`src/include/lpd_defines.vh`:
```
`ifndef LPD_DEFINES_VH
`define LPD_DEFINES_VH
// =====================================================================
// Entry bit positions
`define LPD_BIT_READ 0
`define LPD_BIT_WRITE 1
`define LPD_BIT_EXEC 2
`define LPD_EMT_LO 3
`define LPD_EMT_HI 5
`define LPD_BIT_SKIP_ATTR_TABLE_BIT 6
`define LPD_BIT_PS 7
`define LPD_BIT_SNP 11
`define LPD_RSV_LO 12
`define LPD_RSV_HI 20
`define LPD_ADDR_LO 21
`define LPD_RSV_TOP 51
`define LPD_BIT_TM 62
// =====================================================================
// Memory type codes
`define LPD_MT_UC 3'h0
`define LPD_MT_WC 3'h1
`define LPD_MT_WT 3'h4
`define LPD_MT_WP 3'h5
`define LPD_MT_WB 3'h6
// =====================================================================
// Wishbone register map
`define LPD_REG_ENTRY_LO 6'h00
`define LPD_REG_ENTRY_HI 6'h04
`define LPD_REG_CTRL 6'h08
`define LPD_REG_STATUS 6'h0c
`define LPD_REG_ADDR_LO 6'h10
`define LPD_REG_ADDR_HI 6'h14
`define LPD_REG_ATTR 6'h18
// Control field positions
`define LPD_CTL_SC 0
`define LPD_CTL_DT 1
`define LPD_CTL_ZLR 2
`define LPD_CTL_SECOND_LEVEL_EXEC_ENABLE 3
`define LPD_CTL_EXT_MEM_TYPE_ENABLE 4
`define LPD_CTL_PASID 5
`define LPD_CTL_XLAT 6
`define LPD_CTL_NESTED 7
`define LPD_CTL_COHDOM 8
`define LPD_CTL_NS 9
`define LPD_CTL_ZLEN 10
`define LPD_CTL_ISWR 11
`define LPD_CTL_ISEX 12
`define LPD_CTL_RST 32'h0000_0000
`endif

```
`src/design/lpd_memtype.v`:
```
`include "lpd_defines.vh"
module lpd_memtype (
   input wire [2:0] code_i,
   input wire use_i,
   input wire skip_pat_i,
   output wire [2:0] mem_type_o,
   output wire type_rsv_o,
   output wire skip_attr_table_o,
   output wire apply_o
);
   // =====================================================================
   // Memory type decode
   function is_legal;
      input [2:0] c;
      begin
         is_legal = (c == `LPD_MT_UC) || (c == `LPD_MT_WC) || (c == `LPD_MT_WT) ||
                    (c == `LPD_MT_WP) || (c == `LPD_MT_WB);
      end
   endfunction
   assign apply_o = use_i;
   assign mem_type_o = use_i ? code_i : `LPD_MT_UC;
   assign type_rsv_o = use_i & ~is_legal(code_i);
   assign skip_attr_table_o = use_i & skip_pat_i;
endmodule // lpd_memtype

```
`src/design/lpd_decode.v`:
```
// The Wishbone register port and the placing of the registers were chosen for this implementation.
`include "lpd_defines.vh"
module lpd_decode #(
   parameter HOST_ADDR_WIDTH = 39
) (
   input wire clk_i,
   input wire rst_i,
   input wire wb_cyc_i,
   input wire wb_stb_i,
   input wire wb_we_i,
   input wire [5:0] wb_adr_i,
   input wire [3:0] wb_sel_i,
   input wire [31:0] wb_dat_i,
   output reg [31:0] wb_dat_o,
   output wire wb_ack_o,
   output wire wb_err_o
);
   // =====================================================================
   // Registers
   reg [63:0] entry_ff;
   reg [31:0] ctrl_ff;
   reg ack_ff;
   reg err_ff;
   reg [63:0] addr_res_ff;
   reg [31:0] status_ff;
   reg [31:0] attr_ff;
   wire req = wb_cyc_i & wb_stb_i & ~ack_ff & ~err_ff;
   function [31:0] merge;
      input [31:0] old;
      input [31:0] dat;
      input [3:0] sel;
      integer k;
      begin
         merge = old;
         for (k = 0; k < 4; k = k + 1) begin
            if (sel[k]) begin
               merge[k*8 +: 8] = dat[k*8 +: 8];
            end
         end
      end
   endfunction
   wire mapped = (wb_adr_i == `LPD_REG_ENTRY_LO) || (wb_adr_i == `LPD_REG_ENTRY_HI) ||
                 (wb_adr_i == `LPD_REG_CTRL) || (wb_adr_i == `LPD_REG_STATUS) ||
                 (wb_adr_i == `LPD_REG_ADDR_LO) || (wb_adr_i == `LPD_REG_ADDR_HI) ||
                 (wb_adr_i == `LPD_REG_ATTR);
   // =====================================================================
   // Decode of the stored entry
   wire sc = ctrl_ff[`LPD_CTL_SC];
   wire dt = ctrl_ff[`LPD_CTL_DT];
   wire zero_len_read_cap = ctrl_ff[`LPD_CTL_ZLR];
   wire second_level_exec_enable = ctrl_ff[`LPD_CTL_SECOND_LEVEL_EXEC_ENABLE];
   wire ext_mem_type_enable = ctrl_ff[`LPD_CTL_EXT_MEM_TYPE_ENABLE];
   wire pasid = ctrl_ff[`LPD_CTL_PASID];
   wire xlat = ctrl_ff[`LPD_CTL_XLAT];
   wire nested = ctrl_ff[`LPD_CTL_NESTED];
   wire cohdom = ctrl_ff[`LPD_CTL_COHDOM];
   wire ns_req = ctrl_ff[`LPD_CTL_NS];
   wire zlen = ctrl_ff[`LPD_CTL_ZLEN];
   wire is_wr = ctrl_ff[`LPD_CTL_ISWR];
   wire is_ex = ctrl_ff[`LPD_CTL_ISEX];
   wire leaf = entry_ff[`LPD_BIT_PS];
   wire force_snoop_bit = entry_ff[`LPD_BIT_SNP];
   wire tm = entry_ff[`LPD_BIT_TM];
   wire rd_bit = entry_ff[`LPD_BIT_READ];
   wire wr_bit = entry_ff[`LPD_BIT_WRITE];
   wire ex_bit = entry_ff[`LPD_BIT_EXEC];
   // Bits 10:8, 61:52 and 63 never feed any term below
   wire [63:0] hi_mask = ({64{1'b1}} << HOST_ADDR_WIDTH) & ~({64{1'b1}} << (`LPD_RSV_TOP + 1));
   wire rsv_hi = |(entry_ff & hi_mask);
   wire rsv_mid = |entry_ff[`LPD_RSV_HI:`LPD_RSV_LO];
   wire rsv_snp = ~sc & force_snoop_bit;
   wire rsv_tm = ~dt & tm;
   wire use_attr = ext_mem_type_enable & pasid & nested & cohdom;
   wire [2:0] mem_type;
   wire type_rsv;
   wire skip_pat;
   wire attr_on;
   lpd_memtype u_mt (
      .code_i(entry_ff[`LPD_EMT_HI:`LPD_EMT_LO]),
      .use_i(use_attr),
      .skip_pat_i(entry_ff[`LPD_BIT_SKIP_ATTR_TABLE_BIT]),
      .mem_type_o(mem_type),
      .type_rsv_o(type_rsv),
      .skip_attr_table_o(skip_pat),
      .apply_o(attr_on)
   );
   wire fault = leaf & (rsv_hi | rsv_mid | rsv_snp | rsv_tm | type_rsv);
   wire rd_ok = rd_bit | (zero_len_read_cap & zlen & (wr_bit | ex_bit));
   wire wr_ok = wr_bit;
   wire ex_ok = ~(second_level_exec_enable & ~ex_bit);
   wire need_rd = ~is_wr;
   wire perm_ok = (~need_rd | rd_ok) & (~is_wr | wr_ok) & (~is_ex | ex_ok);
   wire blocked = leaf & (fault | ~perm_ok);
   // Snoop enforcement; PASID requests always snoop
   wire do_snoop = pasid ? 1'b1 : ((sc & force_snoop_bit) | ~ns_req);
   wire n_field = pasid ? 1'b1 : (sc & force_snoop_bit);
   wire u_field = dt & tm;
   wire [63:0] nxt_addr_res = leaf ? ((entry_ff & ({64{1'b1}} << `LPD_ADDR_LO)) & ~hi_mask &
                              ~({64{1'b1}} << (`LPD_RSV_TOP + 1))) : 64'h0;
   // =====================================================================
   // Bus slave and result capture
   always @(posedge clk_i) begin
      if (rst_i) begin
         entry_ff <= 64'h0;
         ctrl_ff <= `LPD_CTL_RST;
         ack_ff <= 1'b0;
         err_ff <= 1'b0;
         wb_dat_o <= 32'h0;
         addr_res_ff <= 64'h0;
         status_ff <= 32'h0;
         attr_ff <= 32'h0;
      end else begin
         ack_ff <= req & mapped;
         err_ff <= req & ~mapped;
         addr_res_ff <= nxt_addr_res;
         // Page table pointers give no leaf outputs except attr_on in bit 9 and skip_pat and mem_type in attr_ff
         status_ff <= {22'h0, attr_on, u_field & leaf, n_field & leaf, do_snoop & leaf,
                       ex_ok & leaf, wr_ok & leaf, rd_ok & leaf, blocked, fault,
                       ~leaf};
         attr_ff <= {28'h0, skip_pat, mem_type};
         if (req & wb_we_i) begin
            case (wb_adr_i)
               `LPD_REG_ENTRY_LO: begin
                  entry_ff[31:0] <= merge(entry_ff[31:0], wb_dat_i, wb_sel_i);
               end
               `LPD_REG_ENTRY_HI: begin
                  entry_ff[63:32] <= merge(entry_ff[63:32], wb_dat_i, wb_sel_i);
               end
               `LPD_REG_CTRL: begin
                  ctrl_ff <= merge(ctrl_ff, wb_dat_i, wb_sel_i) & 32'h0000_1fff;
               end
               default: begin
               end
            endcase
         end
         case (wb_adr_i)
            `LPD_REG_ENTRY_LO: wb_dat_o <= entry_ff[31:0];
            `LPD_REG_ENTRY_HI: wb_dat_o <= entry_ff[63:32];
            `LPD_REG_CTRL: wb_dat_o <= ctrl_ff;
            `LPD_REG_STATUS: wb_dat_o <= status_ff;
            `LPD_REG_ADDR_LO: wb_dat_o <= addr_res_ff[31:0];
            `LPD_REG_ADDR_HI: wb_dat_o <= addr_res_ff[63:32];
            `LPD_REG_ATTR: wb_dat_o <= attr_ff;
            default: wb_dat_o <= 32'h0;
         endcase
      end
   end
   assign wb_ack_o = ack_ff;
   assign wb_err_o = err_ff;
endmodule // lpd_decode

```
`config.mk`:
```
export PLATFORM = sky130hd
export DESIGN_NAME = lpd_decode
export DESIGN_NICKNAME = d
export VERILOG_FILES = /design/src/design/lpd_memtype.v /design/src/design/lpd_decode.v
export VERILOG_INCLUDE_DIRS = /design/src /design/src/include
export SDC_FILE = /design/constraint.sdc
export NUM_CORES = 1
export LEC_CHECK = 0
export ABC_CLOCK_PERIOD_IN_PS = 2050
export BUFFER_PORTS_ARGS = -buffer_cell sky130_fd_sc_hd__buf_2
export CAP_MARGIN = 5
export CORE_MARGIN = 1
export CORE_UTILIZATION = 50
export CTS_CLUSTER_SIZE = 25
export DETAILED_ROUTE_END_ITERATION = 8
export PLACE_DENSITY = 0.74
export SETUP_SLACK_MARGIN = 0.15
export SLEW_MARGIN = 30
export SYNTH_ARGS = -nofsm -noshare
export SYNTH_HDL_FRONTEND = slang
export SYNTH_SLANG_ARGS = --single-unit
```
`constraint.sdc`:
```
create_clock -name clk_i -period 2.05 [get_ports clk_i]
set_input_delay 0.41 -clock clk_i [delete_from_list [all_inputs] [get_ports clk_i]]
set_output_delay 0.41 -clock clk_i [all_outputs]
set_load 0.005 [all_outputs]
```
-- Word level (Yosys, flattened, before mapping)
Index checks and enable logic that the tools add are counted.
- flip-flop bits (word level): 239
- input port bits: 47
- output and inout port bits: 34
- logic and storage cells: 112
- equality and inequality tests: 10
- multiplexer cells: 3
- bitwise logic cells: 53
- reduce and logical (&&, ||, !) cells: 26
- operator list (cell ; count):
    one-hot mux 32 bit (7 select lines) ; 1
    AND reduction 3 bit ; 10
    AND 1 bit ; 28
    == test 6 x 5 -> 1 bit (second input constant) ; 3
    NOT 1 bit ; 14
    OR reduction 13 bit ; 1
    == test 6 x 4 -> 1 bit (second input constant) ; 2
    OR 1 bit ; 11
    logical OR 1 bit ; 10
    == test 3 bit (second input constant) ; 3
    OR reduction 9 bit ; 1
    == test 6 x 3 -> 1 bit (second input constant) ; 1
    zero test 6 bit ; 1
    OR reduction 2 bit ; 2
    == test 3 x 1 -> 1 bit (second input constant) ; 1
    zero test 3 bit ; 1
    two-way mux 1 bit ; 2

-- Longest topological paths before layout
- depth after elaboration: 11
- gate-level depth with buffers: 7
- mapped depth without buffers: 4

-- Modules after synthesis
A second synthesis with hierarchy kept.
- cell total of the unflattened synthesis: 520
- area, all modules: 5536.6 µm²
- modules (own cells, without submodules) (module ; times used ; cells each ; area an instance (µm²) ; seq. area each (µm²)):
    lpd_decode ; 1 ; 513 ; 5486.5 ; 2862.7
    lpd_memtype ; 1 ; 7 ; 50.0 ; 0.0

-- Worst setup path before layout
No wires, ideal clock.
- path kind: input port to flip-flop
- start: input wb_adr_i[4]
- end: register ctrl_ff[7]
- setup time: 0.128 ns
- data arrival time: 2.020 ns
- data required time: 1.922 ns
- slack: -0.098 ns
- stages: 6
- buffers on the path: 2
- cell sequence: buf_6 -> or4_4 -> buf_6 -> nor4_4 -> mux2i_1 -> nor2_1
- cells in the longest elaborated chain, start to end: 2
- RTL lines (element ; RTL line ; text):
    start: declaration ; lpd_decode.v:11 ; input wire [5:0] wb_adr_i,
    == test 6 x 4 -> 1 bit ; lpd_decode.v:122 ; case (wb_adr_i)
    AND reduction 3 bit (no source line) ; n/a ;
    end signal: assignment ; lpd_decode.v:105 ; ctrl_ff <= `LPD_CTL_RST;
    end signal: assignment ; lpd_decode.v:130 ; ctrl_ff <= merge(ctrl_ff, wb_dat_i, wb_sel_i) & 32'h0000_1fff;
    end: declaration ; lpd_decode.v:21 ; reg [31:0] ctrl_ff;
No other way between the ends.
A chain may end at the register's enable or synchronous reset.

-- Worst setup path in the final report
- start: register err_ff, in the netlist wb_err_o
- end: register entry_ff[55]
- cells in the longest elaborated chain, start to end: 4
- RTL lines (element ; RTL line ; text):
    start: declaration ; lpd_decode.v:23 ; reg err_ff;
    start signal: assignment ; lpd_decode.v:114 ; err_ff <= req & ~mapped;
    NOT 1 bit ; lpd_decode.v:27 ; wire req = wb_cyc_i & wb_stb_i & ~ack_ff & ~err_ff;
    AND 1 bit ; lpd_decode.v:27 ;
    AND 1 bit ; lpd_decode.v:121 ; if (req & wb_we_i) begin
    AND reduction 3 bit (no source line) ; n/a ;
    end signal: assignment ; lpd_decode.v:127 ; entry_ff[63:32] <= merge(entry_ff[63:32], wb_dat_i, wb_sel_i);
    end: declaration ; lpd_decode.v:20 ; reg [63:0] entry_ff;
No other way between the ends.

==> load_flow_metrics.sql <==
INSERT INTO impl_metrics (metric_group, metric, value, unit) VALUES
('yosys', 'total_nets_after_synthesis', '553', ''),
('timing', 'finalHoldWorstSlack', '0.144', 'ns'),
('routing', 'ant_nets', '0', ''),
('yosys', 'synth-edff-count', '0', ''),
('global_routing', 'first_global_vias', '4139', ''),
('critical_path', 'cp_slowest_stage_delay', '0.62', 'ns'),
('critical_path', 'crit_path_cell_trace', 'or4bb_4, buf_6, nor4_4, buf_12, mux2i_1, nor2_1', ''),
('die', 'i_o_pin_cnt', '81', ''),
('global_routing', 'grt_usage', '25.2', '%'),
('yosys', 'synthCells', '506', ''),
('critical_path', 'reg2regPathDepth', '6', ''),
('placed_design', 'placement.setup.worst_slack', '-0.132', 'ns'),
('timing', 'timing.setup.tns', '0', 'ns'),
('finish', 'synthToLayoutAreaGrowth', '28.2', '%'),
('yosys', 'synth.most_common_cell', 'sky130_fd_sc_hd__dfxtp_1', ''),
('yosys', 'yosysUniqueCellTypes', '37', ''),
('timing', 'timing.final.max_slew_violations', '0', ''),
('cts', 'htree_num_levels', '4', ''),
('yosys', 'ys_top_cells_by_count', 'sky130_fd_sc_hd__dfxtp_1, sky130_fd_sc_hd__nor2_1, sky130_fd_sc_hd__mux2i_1, sky130_fd_sc_hd__and2_1, sky130_fd_sc_hd__clkbuf_1', ''),
('critical_path', 'timing_worst_setup_path_type', 'flip-flop to flip-flop', ''),
('yosys', 'asyncSetResetFlopFracSynth', '0', '%'),
('worst_hold_path', 'whs_path_depth', '3', ''),
('timing', 'setup_ws', '0.0681', 'ns'),
('timing', 'hold_viol', '0', ''),
('cts', 'clock_insertion_delay_worst_skew', '0.52', 'ns'),
('critical_path', 'worst-endpoint-arrival', '2.37', 'ns'),
('cts', 'cts-buffers-inserted', '17', ''),
('critical_path', 'worst_ep_required_time', '2.44', 'ns'),
('routing', 'dr_total_vias', '4239', ''),
('placed_design', 'hpwl', '8.88', 'mm'),
('yosys', 'ys_ff_latch', '143', ''),
('cts', 'cts-root-to-sink-buffers', '2', ''),
('die', 'start_util', '51.6', '%'),
('placed_design', 'numPortBuffers', '80', ''),
('finish', 'antenna_cells_inserted', '0', ''),
('finish', 'nFillCells', '760', ''),
('power', 'cellLeakagePower', '2.82', 'nW'),
('cts', 'clock_tree_from_tritoncts', 'built', ''),
('routing', 'drc', '0', ''),
('die', 'row_count', '37', ''),
('yosys', 'synth.top_cells.by_area', 'sky130_fd_sc_hd__dfxtp_1, sky130_fd_sc_hd__mux2i_1, sky130_fd_sc_hd__nor2_1', ''),
('power', 'pwr_density_cell', '946', 'mW/mm²'),
('die', 'die-width', '105', 'µm'),
('yosys', 'post_synth.cell_area_avg', '10.5', 'µm²'),
('die', 'die_y', '105', 'µm'),
('timing', 'timing.final.crit_period', '1.98', 'ns'),
('cts', 'clkSlewWorstSetupHoldPaths', '0.06', 'ns'),
('global_routing', 'wire_length_of_the_first_global_routing_pass', '21.3', 'mm'),
('cts', 'clock_sinks', '143', ''),
('yosys', 'synth_area', '0.00532', 'mm²'),
('finish', 'finalNetCount', '655', ''),
('critical_path', 'slowest_stage', 'sky130_fd_sc_hd__or4bb_4', ''),
('run_status', 'result_of_the_run', 'finished, final reports clean', ''),
('routing', 'totalWireLength', '13.4', 'mm'),
('global_routing', 'grt_max_degree', '27', ''),
('routing', 'post_dr_wirelength_cell', '17.7', 'µm'),
('routing', 'vias_per_cell', '5.60', ''),
('timing', 'maxSlewHeadroom', '63.1', '%'),
('die', 'core_area', '0.0103', 'mm²'),
('yosys', 'synth-warning-count', '0', ''),
('yosys', 'synth.largest_area_cell', 'sky130_fd_sc_hd__dfxtp_1', ''),
('yosys', 'synth_flop_cell', 'sky130_fd_sc_hd__dfxtp_1', ''),
('timing', 'report.final.setup_viol', '0', ''),
('critical_path', 'timing.critical_path.from_type', 'flip-flop', ''),
('timing', 'max_freq', '0.505', 'GHz'),
('run', 'max_cap_viol_count', '0', ''),
('worst_hold_path', 'min-delay-path-class', 'input port to flip-flop', ''),
('timing', 'fin_crit_sh', '96.7', '%'),
('die', 'dieArea', '0.0111', 'mm²'),
('routing', 'drt-pass1-iter-count', '8', ''),
('finish', 'finalCoreUtilization', '66.1', '%');
-- routing by layer --
layer / GRT usage (%) / share of wire [%] / vias up
met3: 5.86 / 6.2 / 20
met1: 32.3 / 44 / 2056
met4: 10.1 / 1.6 / 0
met5: 0 / 0 / -
li1: - / - / 1992
met2: 40.8 / 48 / 171
-- per-stage QoR --
step           cell area, µm²  cells  power [W]
2_1_floorplan            5380    506    0.00293
3_3_place_gp             6110    724    0.00304
3_5_place_dp             6110    724    0.00304
4_1_cts                  6800    757    0.00648
5_1_grt                  6820    757    0.00663
6_report                 6820    757    0.00645
-- power breakdown --
part	internal [W]	total, W	switching, W
sequential	0.00278	0.00278	0.00000153
clock	0.00226	0.00347	0.00120
combinational	0.0000797	0.000204	0.000125
-- layout by cell type (no fill, tap or decap), types with 5 or more instances in the layout --
cell and instances:
sky130_fd_sc_hd__nor4_4 6, sky130_fd_sc_hd__nor2_1 113, sky130_fd_sc_hd__bufinv_16 6, sky130_fd_sc_hd__nand2_1 5, sky130_fd_sc_hd__a222oi_1 17, sky130_fd_sc_hd__dfxtp_1 143, sky130_fd_sc_hd__mux2_2 6, sky130_fd_sc_hd__buf_2 80
sky130_fd_sc_hd__mux2i_1 80, sky130_fd_sc_hd__clkbuf_16 16, sky130_fd_sc_hd__buf_4 23, sky130_fd_sc_hd__a21oi_1 10, sky130_fd_sc_hd__nor4_1 6, sky130_fd_sc_hd__and2_1 23, sky130_fd_sc_hd__inv_1 5, sky130_fd_sc_hd__a22oi_1 18
sky130_fd_sc_hd__buf_12 7
-- worst max-delay path, delay by kind of cell (launching register included) --
family / cells / cell delay, ns
buffers and inverters: 2 / 0.37
DFF: 1 / 0.31
muxes: 1 / 0.21
and+or+nand+nor: 3 / 0.96
-- what timing repair did --
item	in CTS	in global routing
setup buffers	1	0
hold buffers	0	0
resized for setup	4	5
pin swaps	3	1
cloned	0	0
endpoints found under the setup margin	57	67
-- logic make-up (layout without fill, tap and decap cells) --
logic type / Yosys count / in the layout / synth area share, %
AO/OA/AOI/OAI: 54 / 54 / 7.99
buffers and inverters: 36 / 151 / 3.03
multiplexers: 90 / 90 / 17.1
AND/OR/NAND/NOR: 183 / 183 / 18.1
flip-flops: 143 / 143 / 53.8
-- area by class of cell --
type	instances	area, µm²	area share (%)
repair buffers	114	758	11.1
multi-input cells	327	2350	34.4
inverters	5	18.8	0.275
clock inverters	13	233	3.41
flip-flops and latches	143	2860	42.0
clock buffers	19	432	6.33
well taps	136	170	2.49
-- state kept, by name, indices dropped and copies added, names as in the netlist --
register     count
ctrl_ff         13
wb_ack_o         1
entry_ff        64
wb_dat_o        32
attr_ff          4
wb_err_o         1
addr_res_ff     18
status_ff       10
-- worst paths after layout --
path / from / to / slack (ns)
worst max-delay path: wb_err_o / entry_ff[55] / 0.07
worst min-delay path: wb_dat_i[18] / entry_ff[18] / 0.14
worst max register to register: wb_err_o / entry_ff[55] / 0.07
worst min register to register: ctrl_ff[9] / status_ff[6] / 0.47
No activity file was read; power rests on OpenSTA's default activity.
